**src/logic/lcs_pkg.sv**
```systemverilog
// Purpose: Shared constants for the link codec service boundary.
// Assumes: One clock for both ends, active-low asynchronous reset.
// Notes: Status encoding and parameter map are local choices.
// Overview of operation
// - User issues packet send with channel and data
// - Codec sends packet when channel access granted
// - Codec indicates received data with channel number
// - Reading user then reads the pending data
// - Network layer requests broadcast with all fields
// - Broadcast sent at once, only priority defers
// - Only valid broadcasts reach the network layer
// - Network layer checks, forwards valid broadcasts only
// - Management write replaces the identified parameter
// - Every management read without a same-cycle write gets a value response
// - Status change raises indication with new status
package lcs_pkg;
	localparam int VC_W = 3;
	localparam int NUM_VC = 8;
	localparam int DATA_W = 32;
	localparam int FIFO_DEPTH = 32;
	localparam int BC_CH_W = 8;
	localparam int BC_SEQ_W = 8;
	localparam int BC_TYPE_W = 8;
	localparam int BC_MSG_W = 64;
	localparam int APP_W = 8;
	localparam int MG_ID_W = 4;
	localparam int MG_NUM = 16;
	localparam int MG_VAL_W = 32;
	localparam int LS_W = 2;
	localparam logic [LS_W-1:0] LS_DOWN = 2'h0;
	localparam logic [LS_W-1:0] LS_UP = 2'h1;
	localparam logic [LS_W-1:0] LS_ERROR = 2'h2;
	localparam logic [MG_VAL_W-1:0] MG_RESET = 32'h0;
	localparam logic [MG_ID_W-1:0] MG_ID_CTRL = 4'h0;
	localparam int MG_CTRL_EN_BIT = 0;
	localparam logic [BC_TYPE_W-1:0] BC_TYPE_BAD = 8'h00;
	typedef enum logic [1:0] {
		LCS_BC_IDLE = 2'b01,
		LCS_BC_WAIT = 2'b10
	} lcs_bc_state_t;
endpackage

```
**src/logic/lcs_if.sv**
```systemverilog
// Purpose: Service boundary between codec end and user end.
// Assumes: Both ends on the same clock.
// Notes: Valid/ready where a party may stall; pulses otherwise.
`timescale 1ns/1ps
`default_nettype none
interface lcs_if;
	import lcs_pkg::*;
	logic pkt_tx_valid;
	logic pkt_tx_ready;
	logic [VC_W-1:0] pkt_tx_vc;
	logic [DATA_W-1:0] pkt_tx_data;
	logic pkt_rx_valid;
	logic pkt_rx_ready;
	logic [VC_W-1:0] pkt_rx_vc;
	logic [DATA_W-1:0] pkt_rx_data;
	logic bc_tx_valid;
	logic bc_tx_ready;
	logic [BC_CH_W-1:0] bc_tx_chan;
	logic [BC_SEQ_W-1:0] bc_tx_seq;
	logic [BC_TYPE_W-1:0] bc_tx_type;
	logic bc_tx_late;
	logic [BC_MSG_W-1:0] bc_tx_msg;
	logic bc_rx_valid;
	logic [APP_W-1:0] bc_rx_app;
	logic [BC_CH_W-1:0] bc_rx_chan;
	logic [BC_TYPE_W-1:0] bc_rx_type;
	logic bc_rx_late;
	logic [BC_MSG_W-1:0] bc_rx_msg;
	logic mg_wr_valid;
	logic [MG_ID_W-1:0] mg_wr_id;
	logic [MG_VAL_W-1:0] mg_wr_value;
	logic mg_rd_valid;
	logic [MG_ID_W-1:0] mg_rd_id;
	logic mgmt_rd_resp_valid;
	logic [MG_VAL_W-1:0] mgmt_rd_resp_value;
	logic ls_valid;
	logic [LS_W-1:0] ls_status;
	modport dev (
		input pkt_tx_valid, pkt_tx_vc, pkt_tx_data, pkt_rx_ready,
		input bc_tx_valid, bc_tx_chan, bc_tx_seq, bc_tx_type, bc_tx_late,
		input bc_tx_msg, mg_wr_valid, mg_wr_id, mg_wr_value,
		input mg_rd_valid, mg_rd_id,
		output pkt_tx_ready, pkt_rx_valid, pkt_rx_vc, pkt_rx_data,
		output bc_tx_ready, bc_rx_valid, bc_rx_app, bc_rx_chan,
		output bc_rx_type, bc_rx_late, bc_rx_msg,
		output mgmt_rd_resp_valid, mgmt_rd_resp_value, ls_valid, ls_status
	);
	modport usr (
		output pkt_tx_valid, pkt_tx_vc, pkt_tx_data, pkt_rx_ready,
		output bc_tx_valid, bc_tx_chan, bc_tx_seq, bc_tx_type, bc_tx_late,
		output bc_tx_msg, mg_wr_valid, mg_wr_id, mg_wr_value,
		output mg_rd_valid, mg_rd_id,
		input pkt_tx_ready, pkt_rx_valid, pkt_rx_vc, pkt_rx_data,
		input bc_tx_ready, bc_rx_valid, bc_rx_app, bc_rx_chan,
		input bc_rx_type, bc_rx_late, bc_rx_msg,
		input mgmt_rd_resp_valid, mgmt_rd_resp_value, ls_valid, ls_status
	);
endinterface
`default_nettype wire

```
**src/logic/lcs_dev.sv**
```systemverilog
// Purpose: Codec end of the service boundary.
// Assumes: Lower layers give a per-channel grant and priority grant.
// Notes: Packet send path buffered by a 32-word FIFO.
`timescale 1ns/1ps
`default_nettype none
module lcs_fifo #(
	parameter int W = 8,
	parameter int DEPTH = 32
) (
	input wire logic clk_i,
	input wire logic nrst_i,
	input wire logic in_valid_i,
	output logic in_ready_o,
	input wire logic [W-1:0] in_data_i,
	output logic out_valid_o,
	input wire logic out_ready_i,
	output logic [W-1:0] out_data_o
);
	localparam int AW = $clog2(DEPTH);
	logic [W-1:0] mem [DEPTH];
	logic [AW:0] wr_ptr;
	logic [AW:0] rd_ptr;
	logic [AW:0] next_wr_ptr;
	logic [AW:0] next_rd_ptr;
	logic full;
	logic empty;

	assign full = (wr_ptr[AW] != rd_ptr[AW]) &&
		(wr_ptr[AW-1:0] == rd_ptr[AW-1:0]);
	assign empty = wr_ptr == rd_ptr;
	assign in_ready_o = !full;
	assign out_valid_o = !empty;
	assign out_data_o = mem[rd_ptr[AW-1:0]];

	always_comb begin
		next_wr_ptr = wr_ptr;
		next_rd_ptr = rd_ptr;
		if (in_valid_i && !full) begin
			next_wr_ptr = wr_ptr + 1'b1;
		end
		if (out_ready_i && !empty) begin
			next_rd_ptr = rd_ptr + 1'b1;
		end
	end

	always_ff @(posedge clk_i or negedge nrst_i) begin
		if (!nrst_i) begin
			wr_ptr <= '0;
			rd_ptr <= '0;
		end else begin
			wr_ptr <= next_wr_ptr;
			rd_ptr <= next_rd_ptr;
		end
	end

	// Storage has no reset: only entries between the pointers are read
	always_ff @(posedge clk_i) begin
		if (in_valid_i && !full) begin
			mem[wr_ptr[AW-1:0]] <= in_data_i;
		end
	end
endmodule

module lcs_dev
	import lcs_pkg::*;
(
	input wire logic clk_i,
	input wire logic nrst_i,
	lcs_if.dev svc,
	output logic tx_valid_o,
	output logic [VC_W-1:0] tx_vc_o,
	output logic [DATA_W-1:0] tx_data_o,
	input wire logic [NUM_VC-1:0] tx_grant_i,
	input wire logic rx_valid_i,
	output logic rx_ready_o,
	input wire logic [VC_W-1:0] rx_vc_i,
	input wire logic [DATA_W-1:0] rx_data_i,
	output logic bc_out_valid_o,
	input wire logic bc_prio_grant_i,
	output logic [BC_CH_W-1:0] bc_out_chan_o,
	output logic [BC_SEQ_W-1:0] bc_out_seq_o,
	output logic [BC_TYPE_W-1:0] bc_out_type_o,
	output logic bc_out_late_o,
	output logic [BC_MSG_W-1:0] bc_out_msg_o,
	input wire logic bc_in_valid_i,
	input wire logic bc_in_ok_i,
	input wire logic [APP_W-1:0] bc_in_app_i,
	input wire logic [BC_CH_W-1:0] bc_in_chan_i,
	input wire logic [BC_TYPE_W-1:0] bc_in_type_i,
	input wire logic bc_in_late_i,
	input wire logic [BC_MSG_W-1:0] bc_in_msg_i,
	input wire logic [LS_W-1:0] link_state_i,
	output logic link_enable_o
);
	logic fifo_out_valid;
	logic [VC_W+DATA_W-1:0] fifo_out_data;
	logic fifo_pop;

	// Packet send: queue first, then release only on that channel's grant
	lcs_fifo #(.W(VC_W + DATA_W), .DEPTH(FIFO_DEPTH)) u_txq (
		.clk_i(clk_i),
		.nrst_i(nrst_i),
		.in_valid_i(svc.pkt_tx_valid),
		.in_ready_o(svc.pkt_tx_ready),
		.in_data_i({svc.pkt_tx_vc, svc.pkt_tx_data}),
		.out_valid_o(fifo_out_valid),
		.out_ready_i(fifo_pop),
		.out_data_o(fifo_out_data)
	);
	assign tx_valid_o = fifo_out_valid;
	assign tx_vc_o = fifo_out_data[VC_W+DATA_W-1:DATA_W];
	assign tx_data_o = fifo_out_data[DATA_W-1:0];
	assign fifo_pop = fifo_out_valid && tx_grant_i[tx_vc_o];

	// Receive holding stage, indication held until the user reads
	logic rx_full;
	logic next_rx_full;
	logic [VC_W-1:0] rx_vc;
	logic [VC_W-1:0] next_rx_vc;
	logic [DATA_W-1:0] rx_data;
	logic [DATA_W-1:0] next_rx_data;

	assign rx_ready_o = !rx_full || svc.pkt_rx_ready;
	always_comb begin
		next_rx_full = rx_full;
		next_rx_vc = rx_vc;
		next_rx_data = rx_data;
		if (rx_full && svc.pkt_rx_ready) begin
			next_rx_full = 1'b0;
		end
		if (rx_valid_i && rx_ready_o) begin
			next_rx_full = 1'b1;
			next_rx_vc = rx_vc_i;
			next_rx_data = rx_data_i;
		end
	end
	always_ff @(posedge clk_i or negedge nrst_i) begin
		if (!nrst_i) begin
			rx_full <= 1'b0;
			rx_vc <= '0;
			rx_data <= '0;
		end else begin
			rx_full <= next_rx_full;
			rx_vc <= next_rx_vc;
			rx_data <= next_rx_data;
		end
	end
	assign svc.pkt_rx_valid = rx_full;
	assign svc.pkt_rx_vc = rx_vc;
	assign svc.pkt_rx_data = rx_data;

	// Broadcast send: one held message, waits only for priority grant
	lcs_bc_state_t bc_state;
	lcs_bc_state_t next_bc_state;
	logic [BC_CH_W+BC_SEQ_W+BC_TYPE_W+BC_MSG_W:0] bc_hold;
	logic [BC_CH_W+BC_SEQ_W+BC_TYPE_W+BC_MSG_W:0] next_bc_hold;

	assign svc.bc_tx_ready = bc_state == LCS_BC_IDLE;
	always_comb begin
		next_bc_state = bc_state;
		next_bc_hold = bc_hold;
		case (bc_state)
			LCS_BC_IDLE: begin
				if (svc.bc_tx_valid) begin
					next_bc_state = LCS_BC_WAIT;
					next_bc_hold = {svc.bc_tx_chan, svc.bc_tx_seq,
						svc.bc_tx_type, svc.bc_tx_late, svc.bc_tx_msg};
				end
			end
			LCS_BC_WAIT: begin
				if (bc_prio_grant_i) begin
					next_bc_state = LCS_BC_IDLE;
				end
			end
			default: next_bc_state = LCS_BC_IDLE;
		endcase
	end
	always_ff @(posedge clk_i or negedge nrst_i) begin
		if (!nrst_i) begin
			bc_state <= LCS_BC_IDLE;
			bc_hold <= '0;
		end else begin
			bc_state <= next_bc_state;
			bc_hold <= next_bc_hold;
		end
	end
	assign bc_out_valid_o = bc_state == LCS_BC_WAIT;
	assign {bc_out_chan_o, bc_out_seq_o, bc_out_type_o, bc_out_late_o,
		bc_out_msg_o} = bc_hold;

	// Broadcast receive: only checked frames reach the network layer
	logic bc_ind;
	logic next_bc_ind;
	logic [APP_W+BC_CH_W+BC_TYPE_W+BC_MSG_W:0] bc_rx;
	logic [APP_W+BC_CH_W+BC_TYPE_W+BC_MSG_W:0] next_bc_rx;

	always_comb begin
		next_bc_ind = bc_in_valid_i && bc_in_ok_i;
		next_bc_rx = bc_rx;
		if (next_bc_ind) begin
			next_bc_rx = {bc_in_app_i, bc_in_chan_i, bc_in_type_i,
				bc_in_late_i, bc_in_msg_i};
		end
	end
	always_ff @(posedge clk_i or negedge nrst_i) begin
		if (!nrst_i) begin
			bc_ind <= 1'b0;
			bc_rx <= '0;
		end else begin
			bc_ind <= next_bc_ind;
			bc_rx <= next_bc_rx;
		end
	end
	assign svc.bc_rx_valid = bc_ind;
	assign {svc.bc_rx_app, svc.bc_rx_chan, svc.bc_rx_type, svc.bc_rx_late,
		svc.bc_rx_msg} = bc_rx;

	// Management parameters; fixed one-cycle read latency keeps order
	logic [MG_VAL_W-1:0] mg_param [MG_NUM];
	logic [MG_VAL_W-1:0] next_mg_param [MG_NUM];
	logic mg_resp;
	logic next_mg_resp;
	logic [MG_VAL_W-1:0] mg_resp_val;
	logic [MG_VAL_W-1:0] next_mg_resp_val;

	always_comb begin
		next_mg_param = mg_param;
		next_mg_resp = svc.mg_rd_valid;
		next_mg_resp_val = mg_resp_val;
		if (svc.mg_wr_valid) begin
			next_mg_param[svc.mg_wr_id] = svc.mg_wr_value;
		end
		if (svc.mg_rd_valid) begin
			// Read sees the value before a same-cycle write
			next_mg_resp_val = mg_param[svc.mg_rd_id];
		end
	end
	always_ff @(posedge clk_i or negedge nrst_i) begin
		if (!nrst_i) begin
			for (int i = 0; i < MG_NUM; i++) begin
				mg_param[i] <= MG_RESET;
			end
			mg_resp <= 1'b0;
			mg_resp_val <= '0;
		end else begin
			mg_param <= next_mg_param;
			mg_resp <= next_mg_resp;
			mg_resp_val <= next_mg_resp_val;
		end
	end
	assign svc.mgmt_rd_resp_valid = mg_resp;
	assign svc.mgmt_rd_resp_value = mg_resp_val;
	assign link_enable_o = mg_param[MG_ID_CTRL][MG_CTRL_EN_BIT];

	// Link status change detector
	logic [LS_W-1:0] ls_last;
	logic [LS_W-1:0] next_ls_last;
	logic ls_ind;
	logic next_ls_ind;

	always_comb begin
		next_ls_last = link_state_i;
		next_ls_ind = link_state_i != ls_last;
	end
	always_ff @(posedge clk_i or negedge nrst_i) begin
		if (!nrst_i) begin
			ls_last <= LS_DOWN;
			ls_ind <= 1'b0;
		end else begin
			ls_last <= next_ls_last;
			ls_ind <= next_ls_ind;
		end
	end
	assign svc.ls_valid = ls_ind;
	assign svc.ls_status = ls_last;
endmodule
`default_nettype wire

```
**src/flat_wrapper.sv**
```systemverilog
// flat-port wrapper written by rule: the top's interface ports become plain ports
module lcs_dev_flat import lcs_pkg::*;
  (clk_i, nrst_i, tx_valid_o, tx_vc_o, tx_data_o, tx_grant_i, rx_valid_i, rx_ready_o, rx_vc_i, rx_data_i, bc_out_valid_o, bc_prio_grant_i, bc_out_chan_o, bc_out_seq_o, bc_out_type_o, bc_out_late_o, bc_out_msg_o, bc_in_valid_i, bc_in_ok_i, bc_in_app_i, bc_in_chan_i, bc_in_type_i, bc_in_late_i, bc_in_msg_i, link_state_i, link_enable_o, svc_pkt_tx_valid, svc_pkt_tx_vc, svc_pkt_tx_data, svc_pkt_rx_ready, svc_bc_tx_valid, svc_bc_tx_chan, svc_bc_tx_seq, svc_bc_tx_type, svc_bc_tx_late, svc_bc_tx_msg, svc_mg_wr_valid, svc_mg_wr_id, svc_mg_wr_value, svc_mg_rd_valid, svc_mg_rd_id, svc_pkt_tx_ready, svc_pkt_rx_valid, svc_pkt_rx_vc, svc_pkt_rx_data, svc_bc_tx_ready, svc_bc_rx_valid, svc_bc_rx_app, svc_bc_rx_chan, svc_bc_rx_type, svc_bc_rx_late, svc_bc_rx_msg, svc_mgmt_rd_resp_valid, svc_mgmt_rd_resp_value, svc_ls_valid, svc_ls_status);
  lcs_if svc_i ();
  input wire logic clk_i;
  input wire logic nrst_i;
  output logic tx_valid_o;
  output logic [VC_W-1:0] tx_vc_o;
  output logic [DATA_W-1:0] tx_data_o;
  input wire logic [NUM_VC-1:0] tx_grant_i;
  input wire logic rx_valid_i;
  output logic rx_ready_o;
  input wire logic [VC_W-1:0] rx_vc_i;
  input wire logic [DATA_W-1:0] rx_data_i;
  output logic bc_out_valid_o;
  input wire logic bc_prio_grant_i;
  output logic [BC_CH_W-1:0] bc_out_chan_o;
  output logic [BC_SEQ_W-1:0] bc_out_seq_o;
  output logic [BC_TYPE_W-1:0] bc_out_type_o;
  output logic bc_out_late_o;
  output logic [BC_MSG_W-1:0] bc_out_msg_o;
  input wire logic bc_in_valid_i;
  input wire logic bc_in_ok_i;
  input wire logic [APP_W-1:0] bc_in_app_i;
  input wire logic [BC_CH_W-1:0] bc_in_chan_i;
  input wire logic [BC_TYPE_W-1:0] bc_in_type_i;
  input wire logic bc_in_late_i;
  input wire logic [BC_MSG_W-1:0] bc_in_msg_i;
  input wire logic [LS_W-1:0] link_state_i;
  output logic link_enable_o;
  input wire logic [$bits(svc_i.pkt_tx_valid)-1:0] svc_pkt_tx_valid;
  input wire logic [$bits(svc_i.pkt_tx_vc)-1:0] svc_pkt_tx_vc;
  input wire logic [$bits(svc_i.pkt_tx_data)-1:0] svc_pkt_tx_data;
  input wire logic [$bits(svc_i.pkt_rx_ready)-1:0] svc_pkt_rx_ready;
  input wire logic [$bits(svc_i.bc_tx_valid)-1:0] svc_bc_tx_valid;
  input wire logic [$bits(svc_i.bc_tx_chan)-1:0] svc_bc_tx_chan;
  input wire logic [$bits(svc_i.bc_tx_seq)-1:0] svc_bc_tx_seq;
  input wire logic [$bits(svc_i.bc_tx_type)-1:0] svc_bc_tx_type;
  input wire logic [$bits(svc_i.bc_tx_late)-1:0] svc_bc_tx_late;
  input wire logic [$bits(svc_i.bc_tx_msg)-1:0] svc_bc_tx_msg;
  input wire logic [$bits(svc_i.mg_wr_valid)-1:0] svc_mg_wr_valid;
  input wire logic [$bits(svc_i.mg_wr_id)-1:0] svc_mg_wr_id;
  input wire logic [$bits(svc_i.mg_wr_value)-1:0] svc_mg_wr_value;
  input wire logic [$bits(svc_i.mg_rd_valid)-1:0] svc_mg_rd_valid;
  input wire logic [$bits(svc_i.mg_rd_id)-1:0] svc_mg_rd_id;
  output wire logic [$bits(svc_i.pkt_tx_ready)-1:0] svc_pkt_tx_ready;
  output wire logic [$bits(svc_i.pkt_rx_valid)-1:0] svc_pkt_rx_valid;
  output wire logic [$bits(svc_i.pkt_rx_vc)-1:0] svc_pkt_rx_vc;
  output wire logic [$bits(svc_i.pkt_rx_data)-1:0] svc_pkt_rx_data;
  output wire logic [$bits(svc_i.bc_tx_ready)-1:0] svc_bc_tx_ready;
  output wire logic [$bits(svc_i.bc_rx_valid)-1:0] svc_bc_rx_valid;
  output wire logic [$bits(svc_i.bc_rx_app)-1:0] svc_bc_rx_app;
  output wire logic [$bits(svc_i.bc_rx_chan)-1:0] svc_bc_rx_chan;
  output wire logic [$bits(svc_i.bc_rx_type)-1:0] svc_bc_rx_type;
  output wire logic [$bits(svc_i.bc_rx_late)-1:0] svc_bc_rx_late;
  output wire logic [$bits(svc_i.bc_rx_msg)-1:0] svc_bc_rx_msg;
  output wire logic [$bits(svc_i.mgmt_rd_resp_valid)-1:0] svc_mgmt_rd_resp_valid;
  output wire logic [$bits(svc_i.mgmt_rd_resp_value)-1:0] svc_mgmt_rd_resp_value;
  output wire logic [$bits(svc_i.ls_valid)-1:0] svc_ls_valid;
  output wire logic [$bits(svc_i.ls_status)-1:0] svc_ls_status;
  assign svc_i.pkt_tx_valid = svc_pkt_tx_valid;
  assign svc_i.pkt_tx_vc = svc_pkt_tx_vc;
  assign svc_i.pkt_tx_data = svc_pkt_tx_data;
  assign svc_i.pkt_rx_ready = svc_pkt_rx_ready;
  assign svc_i.bc_tx_valid = svc_bc_tx_valid;
  assign svc_i.bc_tx_chan = svc_bc_tx_chan;
  assign svc_i.bc_tx_seq = svc_bc_tx_seq;
  assign svc_i.bc_tx_type = svc_bc_tx_type;
  assign svc_i.bc_tx_late = svc_bc_tx_late;
  assign svc_i.bc_tx_msg = svc_bc_tx_msg;
  assign svc_i.mg_wr_valid = svc_mg_wr_valid;
  assign svc_i.mg_wr_id = svc_mg_wr_id;
  assign svc_i.mg_wr_value = svc_mg_wr_value;
  assign svc_i.mg_rd_valid = svc_mg_rd_valid;
  assign svc_i.mg_rd_id = svc_mg_rd_id;
  assign svc_pkt_tx_ready = svc_i.pkt_tx_ready;
  assign svc_pkt_rx_valid = svc_i.pkt_rx_valid;
  assign svc_pkt_rx_vc = svc_i.pkt_rx_vc;
  assign svc_pkt_rx_data = svc_i.pkt_rx_data;
  assign svc_bc_tx_ready = svc_i.bc_tx_ready;
  assign svc_bc_rx_valid = svc_i.bc_rx_valid;
  assign svc_bc_rx_app = svc_i.bc_rx_app;
  assign svc_bc_rx_chan = svc_i.bc_rx_chan;
  assign svc_bc_rx_type = svc_i.bc_rx_type;
  assign svc_bc_rx_late = svc_i.bc_rx_late;
  assign svc_bc_rx_msg = svc_i.bc_rx_msg;
  assign svc_mgmt_rd_resp_valid = svc_i.mgmt_rd_resp_valid;
  assign svc_mgmt_rd_resp_value = svc_i.mgmt_rd_resp_value;
  assign svc_ls_valid = svc_i.ls_valid;
  assign svc_ls_status = svc_i.ls_status;
  lcs_dev u_core (.clk_i(clk_i), .nrst_i(nrst_i), .svc(svc_i), .tx_valid_o(tx_valid_o), .tx_vc_o(tx_vc_o), .tx_data_o(tx_data_o), .tx_grant_i(tx_grant_i), .rx_valid_i(rx_valid_i), .rx_ready_o(rx_ready_o), .rx_vc_i(rx_vc_i), .rx_data_i(rx_data_i), .bc_out_valid_o(bc_out_valid_o), .bc_prio_grant_i(bc_prio_grant_i), .bc_out_chan_o(bc_out_chan_o), .bc_out_seq_o(bc_out_seq_o), .bc_out_type_o(bc_out_type_o), .bc_out_late_o(bc_out_late_o), .bc_out_msg_o(bc_out_msg_o), .bc_in_valid_i(bc_in_valid_i), .bc_in_ok_i(bc_in_ok_i), .bc_in_app_i(bc_in_app_i), .bc_in_chan_i(bc_in_chan_i), .bc_in_type_i(bc_in_type_i), .bc_in_late_i(bc_in_late_i), .bc_in_msg_i(bc_in_msg_i), .link_state_i(link_state_i), .link_enable_o(link_enable_o));
endmodule
```
**config.mk**
```make
export PLATFORM = sky130hd
export DESIGN_NAME = lcs_dev_flat
export DESIGN_NICKNAME = d
export VERILOG_FILES = /design/src/logic/lcs_pkg.sv /design/src/logic/lcs_if.sv /design/src/logic/lcs_dev.sv /design/src/flat_wrapper.sv
export SDC_FILE = /design/constraint.sdc
export NUM_CORES = 2
export LEC_CHECK = 0
export BUFFER_PORTS_ARGS = -buffer_cell sky130_fd_sc_hd__buf_2
export CORE_UTILIZATION = 60
export CTS_CLUSTER_DIAMETER = 200
export DETAILED_ROUTE_END_ITERATION = 7
export PLACE_DENSITY = 0.8
export SETUP_SLACK_MARGIN = 0.5
export SYNTH_ARGS = -nofsm -noshare
export SYNTH_HDL_FRONTEND = slang
export SYNTH_SLANG_ARGS = --single-unit
```
**constraint.sdc**
```tcl
create_clock -name clk_i -period 4.7 [get_ports clk_i]
set_input_delay 0.235 -clock clk_i [delete_from_list [all_inputs] [get_ports clk_i]]
set_output_delay 0.235 -clock clk_i [all_outputs]
set_load 0.02 [all_outputs]
```
==> impl_metrics.env <==
export IMPL_status="finished clean"
export IMPL_min_period_ns=4.02
export IMPL_synth_simple_area_share_pct=0.844
export IMPL_synth_top_area_cell="edfxtp_1"
export IMPL_drcViolationCount=0
export IMPL_start_kind="register"
export IMPL_rsz0062_at_grt="false"
export IMPL_clkSinkCount=1897
export IMPL_rows=129
export IMPL_area_growth_pct=19.4
export IMPL_arrival_ns=3.79
export IMPL_p_per_area_mw_per_mm2=558
export IMPL_cts_root_buffer="clkbuf_16"
export IMPL_detail_route_vias_per_cell=6.39
export IMPL_core_mm2=0.124
export IMPL_fin_skew_ns=0.0329
export IMPL_r2r_setup_slack_ns=0.79
export IMPL_synth_top_family_by_area="multiplexers"
export IMPL_synth_top_area_share_pct=44.5
export IMPL_syn_inst=3639
export IMPL_synth_seq_cells=1897
export IMPL_leakagePower_uw=0.0337
export IMPL_synthTopCellsByArea="edfxtp_1 45%, dfrtp_1 26%, mux4_2 15%"
export IMPL_cp_slowest_cell="dfrtp_4"
export IMPL_place_area_mm2=0.0809
export IMPL_timing_critical_path_to="tx_data_o[15]"
export IMPL_reg2reg_to="u_core.u_txq.rd_ptr[5]$_DFFE_PN0P_"
export IMPL_wl_per_cell_um=30.9
export IMPL_ys_seq_area_share_pct=70.2
export IMPL_drtAntennaViolNets=0
export IMPL_grt_pass1_vias=42800
export IMPL_io_pins=601
export IMPL_worstSetupPathType="register to primary output"
export IMPL_dieArea_mm2=0.127
export IMPL_cp_data_required_time_ns=4.47
export IMPL_die_h_um=357
export IMPL_syn_area_mm2=0.0756
export IMPL_gp_congestion=0.870
export IMPL_synth_commonest_cells="1,120 x edfxtp_1, 791 x mux2_2, 776 x dfrtp_1, 496 x mux4_2, 151 x clkbuf_1"
export IMPL_clk_path_buf_depth=3
export IMPL_grt_ovfl_total=0
export IMPL_cts_clk_slew_worst_paths_ns=0.06
export IMPL_setup_viol=0
export IMPL_ys_flop_type="edfxtp_1"
export IMPL_synth_edf_count=1120
export IMPL_track_usage_pct=31.3
export IMPL_yosysMostFrequentCell="edfxtp_1"
export IMPL_synthXorXnorAreaFrac_pct=0.197
export IMPL_dr_pass1_iters=5
export IMPL_n_fill_cell=7030
export IMPL_maxSlewViolCount=0
export IMPL_portBuffers=600
export IMPL_endpoint_kind="primary output"
export IMPL_final_net_count=4891
export IMPL_async_flop_share_pct=41.0
export IMPL_reg2reg_from="u_core.u_txq.rd_ptr[2]$_DFFE_PN0P_"
export IMPL_cts_buffers=185
export IMPL_cts_tree="done"
export IMPL_synthMuxAreaShare_pct=26.9
export IMPL_dp_hpwl_um=109000
export IMPL_drt_iter0_markers=4275
export IMPL_cap_viol_max_count=0
export IMPL_timing_final_crit_share_pct=85.6
export IMPL_irDropWorstVdd_uv=601
export IMPL_fmax_mhz=249
export IMPL_reg2regPathDepth=12
export IMPL_grt_first_pass_wirelength_um=287000
export IMPL_worst_pin_slew_ns=1.18
export IMPL_critPathLaunch="u_core.u_txq.rd_ptr[1]$_DFFE_PN0P_"
export IMPL_yosys_warnings=0
export IMPL_cts_max_level=4
export IMPL_routed_wl_um=197000
export IMPL_yosysUniqueCellTypes=51
export IMPL_vias=40800
export IMPL_fp_dieW_um=357
export IMPL_cp_common_cell="mux4_2"
export IMPL_fin_setup_tns_ns=0
export IMPL_path_cells="buf_16, mux4_2, mux4_2, mux2_2, buf_2"
export IMPL_final_area_mm2=0.0902
export IMPL_synthAdderAreaFrac_pct=0.0828
export IMPL_slowest_delay_ns=0.65
export IMPL_hold_class="input pin to register"
export IMPL_grt_max_degree=151
export IMPL_start_util_pct=60.8
export IMPL_synth_compound_area_share_pct=0.283
export IMPL_insertion_delay_ns=0.82
export IMPL_crit_fanout=150
export IMPL_syn_nets=3953
export IMPL_synth_area_per_cell_um2=20.8
export IMPL_layout_drive_gt1_share_pct=49.2
export IMPL_antenna_found_initial=22
export IMPL_final_core_util_pct=72.6
export IMPL_slew_limit_headroom_pct=21.4
export IMPL_final_hold_violation_count=0
-- area by class of cell --
cell class                 instances  area (µm²)  area share, %
sequential                      1897       53100           58.9
multi-input combinational       1497       21700           24.0
timing repair buffer             987        7110           7.89
clock buffer                     243        5040           5.58
tap                             1637        2050           2.27
clock inverter                    98        1140           1.26
antenna                           19        47.5         0.0527
inverter                           9        33.8         0.0375
-- where the power goes --
| group | internal, µW | leakage (µW) | switching [µW] | total, µW |
|---|---|---|---|---|
| clock | 8540 | 0.00300 | 6460 | 15000 |
| sequential | 20000 | 0.0195 | 1300 | 21300 |
| combinational | 6720 | 0.0112 | 7330 | 14100 |
| total | 35300 | 0.0337 | 15100 | 50300 |
-- sequential cells by signal, summed over array words and instances, names as in the netlist --
name                           count
u_core.mg_param                  511
u_core.bc_rx                      89
u_core.u_txq.rd_ptr                6
u_core.svc.pkt_rx_valid            1
u_core.svc.ls_valid                1
u_core.u_txq.mem                1120
u_core.svc.pkt_rx_vc               3
u_core.svc.mgmt_rd_resp_value     32
u_core.svc.mgmt_rd_resp_valid      1
u_core.u_txq.wr_ptr                6
u_core.bc_state                    2
u_core.bc_hold                    89
u_core.svc.ls_status               2
u_core.svc.bc_rx_valid             1
u_core.svc.pkt_rx_data            32
u_core.link_enable_o               1
-- worst max-delay path: cells and delay by family, from the launching register on --
family	cells	cell delay, ns
buffers and inverters	2	0.82
flip-flops	1	0.65
multiplexers	3	1.29
-- cell families (layout without fill, tap and decap cells) --
family | Yosys count | in the layout
buffers and inverters | 245 | 1337
xor gates and xnor gates | 17 | 17
DFF | 1897 | 1897
other | 0 | 19
adders and majority gates | 5 | 5
and+or+nand+nor | 135 | 135
AOI/OAI and AO/OA | 32 | 32
muxes | 1308 | 1308
-- routing by layer --
metal  part of all wire, %  vias to the layer above  GRT usage [%]
met2                    49                     2142           50.2
met4                   3.7                       18           11.9
met3                   9.1                      462           7.86
met5                  0.22                        -           1.85
met1                    38                    21700           41.8
li1                      -                    16400              -
-- through the flow --
step | hold WS (ns) | setup slack [ns] | instances | total power (µW)
after floorplan | -0.0606 | 0.775 | 3639 | 30600
after global placement | 0.373 | 1.13 | 5725 | 34600
after detailed placement | 0.381 | 1.08 | 5725 | 35000
after CTS | 0.000189 | 0.542 | 6361 | 50400
after global routing | 0.0986 | 0.554 | 6379 | 52100
final | 0.0470 | 0.678 | 6387 | 50300
-- worst min-delay path by stage --
stage | start | end | slack, ns | depth (start not counted)
2_1_floorplan | nrst_i | u_core.bc_hold[0]$_DFFE_PN0P_ | -0.06 | 0
3_3_place_gp | nrst_i | u_core.svc.mgmt_rd_resp_value[27]$_DFFE_PN0P_ | 0.37 | 1
3_5_place_dp | nrst_i | u_core.svc.mgmt_rd_resp_value[27]$_DFFE_PN0P_ | 0.38 | 1
4_1_cts | tx_grant_i[2] | u_core.u_txq.rd_ptr[2]$_DFFE_PN0P_ | 0.0002 | 6
5_1_grt | tx_grant_i[3] | u_core.u_txq.rd_ptr[2]$_DFFE_PN0P_ | 0.1 | 6
6_report | tx_grant_i[2] | u_core.u_txq.rd_ptr[2]$_DFFE_PN0P_ | 0.05 | 6
-- cell usage in the layout (no fill, tap or decap), types with 12 or more instances in the layout --
cell type	count
edfxtp_1	1120
mux2_2	791
dfrtp_1	771
buf_2	597
mux4_2	496
dlygate4sd3_1	294
clkbuf_16	185
buf_4	57
clkbuf_1	39
nor2_4	38
clkinv_2	34
buf_12	29
nand2_1	22
nand3_1	20
mux2i_1	20
clkbuf_8	20
clkinv_1	20
diode_2	19
bufinv_16	17
nor2_1	12
-- repair_timing --
action,CTS,global route
gates resized for setup,2,3
hold endpoints to repair,1960,0
endpoints found under the setup margin,17,7
hold buffers,294,0
buffers inserted,1,7
Note: power is estimated with default switching activity, not from simulation.
